===== config.mk =====
export PLATFORM = sky130hd
export DESIGN_NAME = i2c_slave_protocol_engine
export DESIGN_NICKNAME = d
export VERILOG_FILES = /design/src/design/i2c_slave_pkg.sv /design/src/design/i2c_slave_protocol_engine.sv
export VERILOG_INCLUDE_DIRS = /design/src /design/src/design
export SDC_FILE = /design/constraint.sdc
export NUM_CORES = 1
export LEC_CHECK = 0
export BUFFER_PORTS_ARGS = -buffer_cell sky130_fd_sc_hd__buf_4
export CORE_MARGIN = 3
export CORE_UTILIZATION = 43
export CTS_CLUSTER_DIAMETER = 120
export CTS_CLUSTER_SIZE = 25
export DETAILED_ROUTE_END_ITERATION = 8
export PLACE_DENSITY_LB_ADDON = 0.3
export SLEW_MARGIN = 15
export SYNTH_ARGS = -nofsm -noshare
export SYNTH_HDL_FRONTEND = slang
export SYNTH_SLANG_ARGS = --single-unit
export TNS_END_PERCENT = 1

===== constraint.sdc =====
create_clock -name clk -period 2.45 [get_ports clk]
set_input_delay 0.49 -clock clk [delete_from_list [all_inputs] [get_ports clk]]
set_output_delay 0.49 -clock clk [all_outputs]
set_load 0.03 [all_outputs]

===== src/design/i2c_slave_consts.svh =====
// Register offsets, field positions, reset values and timing for the two-wire slave
`ifndef I2C_SLAVE_CONSTS_SVH
`define I2C_SLAVE_CONSTS_SVH
`define ADDR_CTRL0 3'h0
`define ADDR_CTRL1 3'h1
`define ADDR_OWN 3'h2
`define ADDR_DATA 3'h3
`define ADDR_IRQEN 3'h4
`define MODE_TWO_WIRE 3'h6
`define CTRL0_EN_BIT 0
`define CTRL0_MODE_LO 1
`define CTRL1_RX_ACK_FLAG 0
`define CTRL1_DIR 2
`define CTRL1_TX_ACK_BIT 3
`define CTRL1_HTX 4
`define CTRL1_BUSY 5
`define CTRL1_MATCH 6
`define CTRL1_CF 7
`define BITS_PER_BYTE 4'h8
`define ACK_SLOT 4'h9
`define RST_BYTE 8'h00
`endif


===== src/design/i2c_slave_pkg.sv =====
// Types shared by the two-wire slave engine
`default_nettype none
package i2c_slave_pkg;
    typedef enum logic [2:0] {
        ST_IDLE = 3'b000,
        ST_ADDR = 3'b001,
        ST_ACK = 3'b010,
        ST_HOLD = 3'b011,
        ST_DATA = 3'b100,
        ST_WAIT = 3'b101
    } eng_state_e;
    typedef struct packed {
        logic scl;
        logic sda;
    } bus_lines_s;
endpackage : i2c_slave_pkg
`default_nettype wire


===== src/design/i2c_slave_protocol_engine.sv =====
// Slave-only two-wire serial engine with register port
`timescale 1ns/1ps
`include "i2c_slave_consts.svh"
`default_nettype none
module i2c_slave_protocol_engine
    import i2c_slave_pkg::*;
(
    input wire logic clk, // System clock, 250 MHz
    input wire logic reset_n, // Asynchronous reset, active low
    input wire logic [2:0] reg_addr, // Register index
    input wire logic [7:0] reg_wdata, // Write data
    input wire logic reg_wr, // Write strobe
    input wire logic reg_rd, // Read strobe
    output logic [7:0] reg_rdata, // Read data, cycle after strobe
    input wire logic scl_in, // Clock line level
    output logic scl_out, // Clock line drive value
    output logic scl_oe, // Clock line drive enable
    input wire logic sda_in, // Data line level
    output logic sda_out, // Data line drive value
    output logic sda_oe, // Data line drive enable
    output logic irq // Bus interrupt request
);
    // Synchronisers: stage one read only by stage two
    bus_lines_s sync1_r, sync2_r, prev_r;
    always_ff @(posedge clk or negedge reset_n) begin
        if (!reset_n) begin
            sync1_r <= 2'b11;
            sync2_r <= 2'b11;
            prev_r <= 2'b11;
        end else begin
            sync1_r <= '{scl: scl_in, sda: sda_in};
            sync2_r <= sync1_r;
            prev_r <= sync2_r;
        end
    end

    // Register state and engine state
    logic en_r, en_nxt;
    logic [2:0] mode_r, mode_nxt;
    logic [6:0] own_r, own_nxt;
    logic irq_en_r, irq_en_nxt;
    logic htx_r, htx_nxt;
    logic tx_ack_bit_r, tx_ack_bit_nxt;
    logic rx_ack_flag_r, rx_ack_flag_nxt;
    logic dir_r, dir_nxt;
    logic busy_r, busy_nxt;
    logic match_r, match_nxt;
    logic cf_r, cf_nxt;
    logic irq_r, irq_nxt;
    logic [7:0] data_r, data_nxt;
    logic [7:0] shift_r, shift_nxt;
    logic [3:0] cnt_r, cnt_nxt;
    logic sda_drv_r, sda_drv_nxt;
    logic hold_r, hold_nxt;
    logic [7:0] rdata_r, rdata_nxt;
    eng_state_e st_r, st_nxt;

    logic active, scl_rise, scl_fall, start_det, stop_det, wr_data, rd_data;
    assign active = en_r && (mode_r == `MODE_TWO_WIRE);
    assign scl_rise = sync2_r.scl && !prev_r.scl;
    assign scl_fall = !sync2_r.scl && prev_r.scl;
    assign start_det = sync2_r.scl && prev_r.scl && prev_r.sda && !sync2_r.sda;
    assign stop_det = sync2_r.scl && prev_r.scl && !prev_r.sda && sync2_r.sda;
    assign wr_data = reg_wr && (reg_addr == `ADDR_DATA);
    assign rd_data = reg_rd && (reg_addr == `ADDR_DATA);

    // Open-drain outputs: only ever pull low; start is never driven
    assign sda_out = 1'b0;
    assign sda_oe = sda_drv_r;
    assign scl_out = 1'b0;
    assign scl_oe = hold_r;
    assign irq = irq_r;
    assign reg_rdata = rdata_r;

    // Next-state logic for registers and the bus engine
    always_comb begin
        en_nxt = en_r;
        mode_nxt = mode_r;
        own_nxt = own_r;
        irq_en_nxt = irq_en_r;
        htx_nxt = htx_r;
        tx_ack_bit_nxt = tx_ack_bit_r;
        rx_ack_flag_nxt = rx_ack_flag_r;
        dir_nxt = dir_r;
        busy_nxt = busy_r;
        match_nxt = match_r;
        cf_nxt = cf_r;
        irq_nxt = 1'b0;
        data_nxt = data_r;
        shift_nxt = shift_r;
        cnt_nxt = cnt_r;
        sda_drv_nxt = sda_drv_r;
        hold_nxt = hold_r;
        st_nxt = st_r;
        rdata_nxt = `RST_BYTE;
        // Register reads: one cycle latency
        if (reg_rd) begin
            case (reg_addr)
                `ADDR_CTRL0: rdata_nxt = {4'h0, mode_r, en_r};
                `ADDR_CTRL1: rdata_nxt = {cf_r, match_r, busy_r, htx_r, tx_ack_bit_r, dir_r,
                                          1'b0, rx_ack_flag_r};
                `ADDR_OWN: rdata_nxt = {own_r, 1'b0};
                `ADDR_DATA: rdata_nxt = data_r;
                `ADDR_IRQEN: rdata_nxt = {7'h00, irq_en_r};
                default: rdata_nxt = `RST_BYTE;
            endcase
        end
        // Register writes
        if (reg_wr) begin
            case (reg_addr)
                `ADDR_CTRL0: begin
                    en_nxt = reg_wdata[`CTRL0_EN_BIT];
                    mode_nxt = reg_wdata[`CTRL0_MODE_LO +: 3];
                end
                `ADDR_CTRL1: begin
                    htx_nxt = reg_wdata[`CTRL1_HTX];
                    tx_ack_bit_nxt = reg_wdata[`CTRL1_TX_ACK_BIT];
                end
                `ADDR_OWN: own_nxt = reg_wdata[7:1];
                `ADDR_DATA: data_nxt = reg_wdata;
                `ADDR_IRQEN: irq_en_nxt = reg_wdata[0];
                default: ;
            endcase
        end
        if (!active) begin
            st_nxt = ST_IDLE;
            busy_nxt = 1'b0;
            sda_drv_nxt = 1'b0;
            hold_nxt = 1'b0;
        end else if (start_det) begin
            busy_nxt = 1'b1;
            match_nxt = 1'b0;
            cnt_nxt = 4'h0;
            sda_drv_nxt = 1'b0;
            hold_nxt = 1'b0;
            st_nxt = ST_ADDR;
        end else if (stop_det) begin
            busy_nxt = 1'b0;
            sda_drv_nxt = 1'b0;
            hold_nxt = 1'b0;
            st_nxt = ST_IDLE;
        end else begin
            case (st_r)
                ST_IDLE: ;
                // Address and direction bits sampled on rising clock
                ST_ADDR: begin
                    if (scl_rise) begin
                        shift_nxt = {shift_r[6:0], sync2_r.sda};
                        cnt_nxt = cnt_r + 4'h1;
                    end
                    if (scl_fall && cnt_r == `BITS_PER_BYTE) begin
                        if (shift_r[7:1] == own_r) begin
                            dir_nxt = shift_r[0];
                            match_nxt = 1'b1;
                            irq_nxt = irq_en_r;
                            sda_drv_nxt = 1'b1;
                            st_nxt = ST_ACK;
                        end else begin
                            st_nxt = ST_IDLE;
                        end
                    end
                end
                // Ninth clock: hold or release ack, then stretch clock unless a sent byte was not acknowledged
                ST_ACK: begin
                    if (scl_fall) begin
                        sda_drv_nxt = 1'b0;
                        if (match_r) begin
                            hold_nxt = 1'b1;
                            st_nxt = ST_HOLD;
                        end else if (htx_r && rx_ack_flag_r) begin
                            st_nxt = ST_WAIT;
                        end else begin
                            hold_nxt = 1'b1;
                            st_nxt = ST_HOLD;
                        end
                    end
                    if (scl_rise && htx_r && !match_r) begin
                        rx_ack_flag_nxt = sync2_r.sda;
                    end
                end
                // Clock stretched until software writes the data register when transmitting or reads it when receiving
                ST_HOLD: begin
                    if ((htx_r && wr_data) || (!htx_r && rd_data)) begin
                        hold_nxt = 1'b0;
                        cf_nxt = 1'b0;
                        match_nxt = 1'b0;
                        cnt_nxt = 4'h0;
                        shift_nxt = htx_r ? reg_wdata : shift_r;
                        sda_drv_nxt = htx_r && !reg_wdata[7];
                        st_nxt = ST_DATA;
                    end
                end
                // Eight data bits, MSB first
                ST_DATA: begin
                    if (scl_rise && !htx_r) begin
                        shift_nxt = {shift_r[6:0], sync2_r.sda};
                        cnt_nxt = cnt_r + 4'h1;
                    end
                    if (scl_fall && htx_r) begin
                        cnt_nxt = cnt_r + 4'h1;
                        shift_nxt = {shift_r[6:0], 1'b0};
                        sda_drv_nxt = (cnt_r < `BITS_PER_BYTE - 4'h1) && !shift_r[6];
                        if (cnt_r == `BITS_PER_BYTE - 4'h1) begin
                            cf_nxt = 1'b1;
                            irq_nxt = irq_en_r;
                            st_nxt = ST_ACK;
                        end
                    end
                    if (scl_fall && !htx_r && cnt_r == `BITS_PER_BYTE) begin
                        data_nxt = shift_r;
                        cf_nxt = 1'b1;
                        irq_nxt = irq_en_r;
                        sda_drv_nxt = !tx_ack_bit_r;
                        st_nxt = ST_ACK;
                    end
                end
                // No acknowledge: data line released, wait for stop
                ST_WAIT: sda_drv_nxt = 1'b0;
                default: st_nxt = ST_IDLE;
            endcase
        end
    end

    // Register stage for all state except the synchronisers
    always_ff @(posedge clk or negedge reset_n) begin
        if (!reset_n) begin
            en_r <= 1'b0;
            mode_r <= 3'h0;
            own_r <= 7'h00;
            irq_en_r <= 1'b0;
            htx_r <= 1'b0;
            tx_ack_bit_r <= 1'b0;
            rx_ack_flag_r <= 1'b0;
            dir_r <= 1'b0;
            busy_r <= 1'b0;
            match_r <= 1'b0;
            cf_r <= 1'b0;
            irq_r <= 1'b0;
            data_r <= `RST_BYTE;
            shift_r <= `RST_BYTE;
            cnt_r <= 4'h0;
            sda_drv_r <= 1'b0;
            hold_r <= 1'b0;
            rdata_r <= `RST_BYTE;
            st_r <= ST_IDLE;
        end else begin
            en_r <= en_nxt;
            mode_r <= mode_nxt;
            own_r <= own_nxt;
            irq_en_r <= irq_en_nxt;
            htx_r <= htx_nxt;
            tx_ack_bit_r <= tx_ack_bit_nxt;
            rx_ack_flag_r <= rx_ack_flag_nxt;
            dir_r <= dir_nxt;
            busy_r <= busy_nxt;
            match_r <= match_nxt;
            cf_r <= cf_nxt;
            irq_r <= irq_nxt;
            data_r <= data_nxt;
            shift_r <= shift_nxt;
            cnt_r <= cnt_nxt;
            sda_drv_r <= sda_drv_nxt;
            hold_r <= hold_nxt;
            rdata_r <= rdata_nxt;
            st_r <= st_nxt;
        end
    end

    // Checks next to the logic
    property p_start_busy;
        @(posedge clk) disable iff (!reset_n) (active && start_det) |=> busy_r;
    endproperty
    a_start_busy: assert property (p_start_busy) else $error("busy not set");
    property p_stop_idle;
        @(posedge clk) disable iff (!reset_n)
            (active && stop_det && !start_det) |=> (!busy_r && st_r == ST_IDLE);
    endproperty
    a_stop_idle: assert property (p_stop_idle) else $error("stop did not free bus");
    property p_no_start_drive;
        @(posedge clk) disable iff (!reset_n) sda_oe |-> (st_r == ST_ACK || st_r == ST_DATA);
    endproperty
    a_no_start_drive: assert property (p_no_start_drive) else $error("bad drive");
    property p_match_ack;
        @(posedge clk) disable iff (!reset_n) $rose(match_r) |-> (sda_oe && st_r == ST_ACK);
    endproperty
    a_match_ack: assert property (p_match_ack) else $error("no ack on match");
    property p_match_irq;
        @(posedge clk) disable iff (!reset_n) ($rose(match_r) && irq_en_r) |-> irq;
    endproperty
    a_match_irq: assert property (p_match_irq) else $error("no irq on match");
    property p_hold_release;
        @(posedge clk) disable iff (!reset_n)
            (st_r == ST_HOLD && active && !start_det && !stop_det && htx_r && wr_data) |=> !scl_oe;
    endproperty
    a_hold_release: assert property (p_hold_release) else $error("no release");
    property p_hold_keep;
        @(posedge clk) disable iff (!reset_n)
            (st_r == ST_HOLD && !wr_data && !rd_data && active && !stop_det && !start_det)
                |=> scl_oe;
    endproperty
    a_hold_keep: assert property (p_hold_keep) else $error("clock released early");
    property p_cf_irq;
        @(posedge clk) disable iff (!reset_n) ($rose(cf_r) && irq_en_r) |-> irq;
    endproperty
    a_cf_irq: assert property (p_cf_irq) else $error("no irq on byte");
    property p_mode_gate;
        @(posedge clk) disable iff (!reset_n) !active |=> (st_r == ST_IDLE && !sda_oe && !scl_oe);
    endproperty
    a_mode_gate: assert property (p_mode_gate) else $error("ran outside mode");
endmodule : i2c_slave_protocol_engine
`default_nettype wire


==> impl_metrics.ini <==
[outcome]
status = finished, final reports clean

[clock_network]
root_buffer = clkbuf_8
clk_pin_slew_ns = 0.07
htree_levels = 3
post_cts_buffers = 0
clk_latency_ns = 0.34
cts_buffers = 9
cts.path.max_buffers = 2
ctsResizeCount = 0
ctsHoldBuffers = 0
cts.sinks = 59
cts_tree = yes

[final_layout]
diodes = 0
multiInputGateArea_sq_um = 1567
seq_area_sq_um = 1484
final_cells = 438
layout-drive-gt1-share_pct = 25.44
fillers = 622
nNetsFinal = 357
syn_to_final_growth_pct = 16.83

[routing]
drtPass1Iterations = 4
drtIter0Drc = 123
drtAntennaViolNets = 0
wl_um = 7492
drc = 0
vias = 2475
vias_per_cell = 5.651
detail_route.wl_per_cell_um = 17.11

[pwr]
power.leakage_uw = 0.001636
p_per_area_nw_per_um2 = 654.7
peakVddDrop_v = 0.0003771
finalPower_uw = 2411

[global_route]
grt-ovfl-total = 0
grt_pass1_vias = 2322
antenna_found_initial = 0
grt_pass1_wl_um = 12320
grt_max_degree = 60
track_usage_pct = 18.96

[timing]
worst_pin_slew_ns = 0.7536
skew_ns = 0.01436
hold_viol_final = 0
layout_min_cycle_time_ns = 2.080
grt_setup_unrepaired = false
setup_tns_ns = 0
maxSlewHeadroom_pct = 49.76
drv_slew = 0
final.period_utilization_pct = 84.91
finalSetupViolations = 0
fmax_ghz = 0.4807

[synth]
synth_top_cell_area_share_pct = 42.08
ys_warn_count = 0
yosysMostFrequentCell = dfrtp_1
synth_edf_count = 0
synth_area_leaders = dfrtp_1 (42%), mux2_2 (7.1%), dfstp_2 (5.0%), nand2_1 (4.3%), mux2i_1 (3.2%)
synth-seq-cells = 59
avgSynthCellArea_sq_um = 10.37
synth.distinct_cells = 61
yosys.area.top_type = dfrtp_1
postSynth.asyncResetShare_pct = 100.0
seq_area_frac_synth_pct = 47.08
synth_commonest_cells = dfrtp_1 (53), nand2_1 (36), nor2_1 (24), mux2_2 (20), o21ai_0 (12)
synth_cells = 304
synth_area_sq_um = 3152
synth-main-ff-cell = dfrtp_1

[critical_path]
worst-setup-path-type = register to register
rr_startpoint = prev_r[1]
crit_top_cell = o21ai_1
cp_slowest_cell = dfstp_2
cp_data_arrival_time_ns = 2.29
cp_slowest_stage_delay_ns = 0.58
cp.required_ns = 2.66
reg2regPathDepth = 5
worst_setup_path_end_kind = register
r2r_slack_ns = 0.37
crit_chain = and2b_1 > o21ai_1 > a221oi_4 > o21ai_1 > a32o_1
cp-start-kind = register
reg2reg_to = st_r[2]
critPathMaxFanout = 7

[placed_design]
port_buffers = 27
place_hpwl_um = 5387
placed_cells = 423
gp_congestion = 0.9225

[min_path]
hold_path.class = primary input to async pin

[flow_run]
cap_viol_max_count = 0

[die]
num_io_pins = 30
fp.coreArea_sq_um = 6944
initial_utilization_pct = 45.39
die_width_um = 91.62
floorplan.rows = 30
dieArea_sq_um = 8393
fp.dieH_um = 91.62
[layout make-up]
class,instances,area share [%]
Clock buffer,12,4.485
Clock inverter,3,1.257
Inverter,6,0.6116
Multi-Input combinational cell,225,42.54
Sequential cell,59,40.30
Tap cell,96,3.262
Timing Repair Buffer,37,7.543
[registers in the layout (all words and copies together) (netlist names), 2 cells and up]
signal / count
data_r: 8
reg_rdata: 8
shift_r: 8
own_r: 7
cnt_r: 4
mode_r: 3
st_r: 3
prev_r: 2
sync1_r: 2
sync2_r: 2
[worst max-delay path, delay by kind of cell (launching register included)]
| kind | cells | cell delay [ns] |
|---|---|---|
| AND/OR/NAND/NOR | 1 | 0.27 |
| AO/OA/AOI/OAI | 4 | 1.11 |
| flip-flops | 1 | 0.58 |
[power breakdown]
group / switching (uW) / internal [uW] / leakage, uW / total [uW]
clock network: 380 / 549 / 0.000105 / 928
registers: 84.2 / 1070 / 0.000747 / 1160
logic: 167 / 158 / 0.000785 / 326
[cells in the final DEF, fill, tap and decap left out, types with 3 or more instances in the layout]
cell type / Yosys / final
nand3_1: 6 / 6
nand2_1: 36 / 36
xnor2_1: 3 / 3
o21ai_1: 5 / 5
and3_1: 3 / 3
dfstp_2: 6 / 6
a21o_1: 3 / 3
a21oi_1: 8 / 8
nor3b_1: 3 / 3
mux2i_1: 10 / 10
dfrtp_1: 53 / 53
o22ai_1: 3 / 3
inv_1: 6 / 6
buf_4: 3 / 37
and3b_1: 4 / 4
nor2_1: 24 / 24
a22o_1: 3 / 3
clkbuf_8: 0 / 12
mux2_2: 20 / 20
a22oi_1: 6 / 6
a31oi_1: 10 / 10
nand4_1: 3 / 3
o21ai_0: 12 / 12
nor2b_1: 7 / 7
xor2_1: 8 / 8
nand2b_1: 4 / 4
nor3_1: 5 / 5
[metal layers]
metal	wire [um]	global-route usage, %
met2	3370	27.81
met5	0	0
met4	123	7.161
met3	543	3.527
met1	3454	27.77
[how the worst max path moves through the flow]
stage                     depth (start not counted)      end        start  slack [ns]
after floorplan                                   7  st_r[2]     cnt_r[0]        0.65
after global placement                            6  st_r[2]  reg_addr[0]        0.39
after detailed placement                          6  st_r[2]  reg_addr[0]        0.28
after CTS                                         5  st_r[2]    prev_r[1]        0.41
after global routing                              5  st_r[2]    prev_r[1]        0.25
final                                             5  st_r[2]    prev_r[1]        0.37
[logic make-up after synthesis]
group / share of synthesized area [%]
other: 0.1190
AO/OA/AOI/OAI: 15.60
XOR/XNOR: 3.057
multiplexers: 12.58
AND/OR/NAND/NOR: 17.43
adder cells (fa/ha/maj): 0.7938
flip-flops: 47.08
buffers and inverters: 3.334
[stage by stage]
step	hold WS [ns]	setup slack [ns]	util [%]	area [sq um]
after global routing	0.2427	0.2490	53.03	3682
after detailed placement	0.3472	0.2791	49.98	3471
final	0.1894	0.3697	53.03	3682
after floorplan	0.1944	0.6486	-	3156
after CTS	0.2365	0.4053	53.03	3682
after global placement	0.3454	0.3930	49.98	3471
Note: power is estimated with default switching activity, not from simulation.
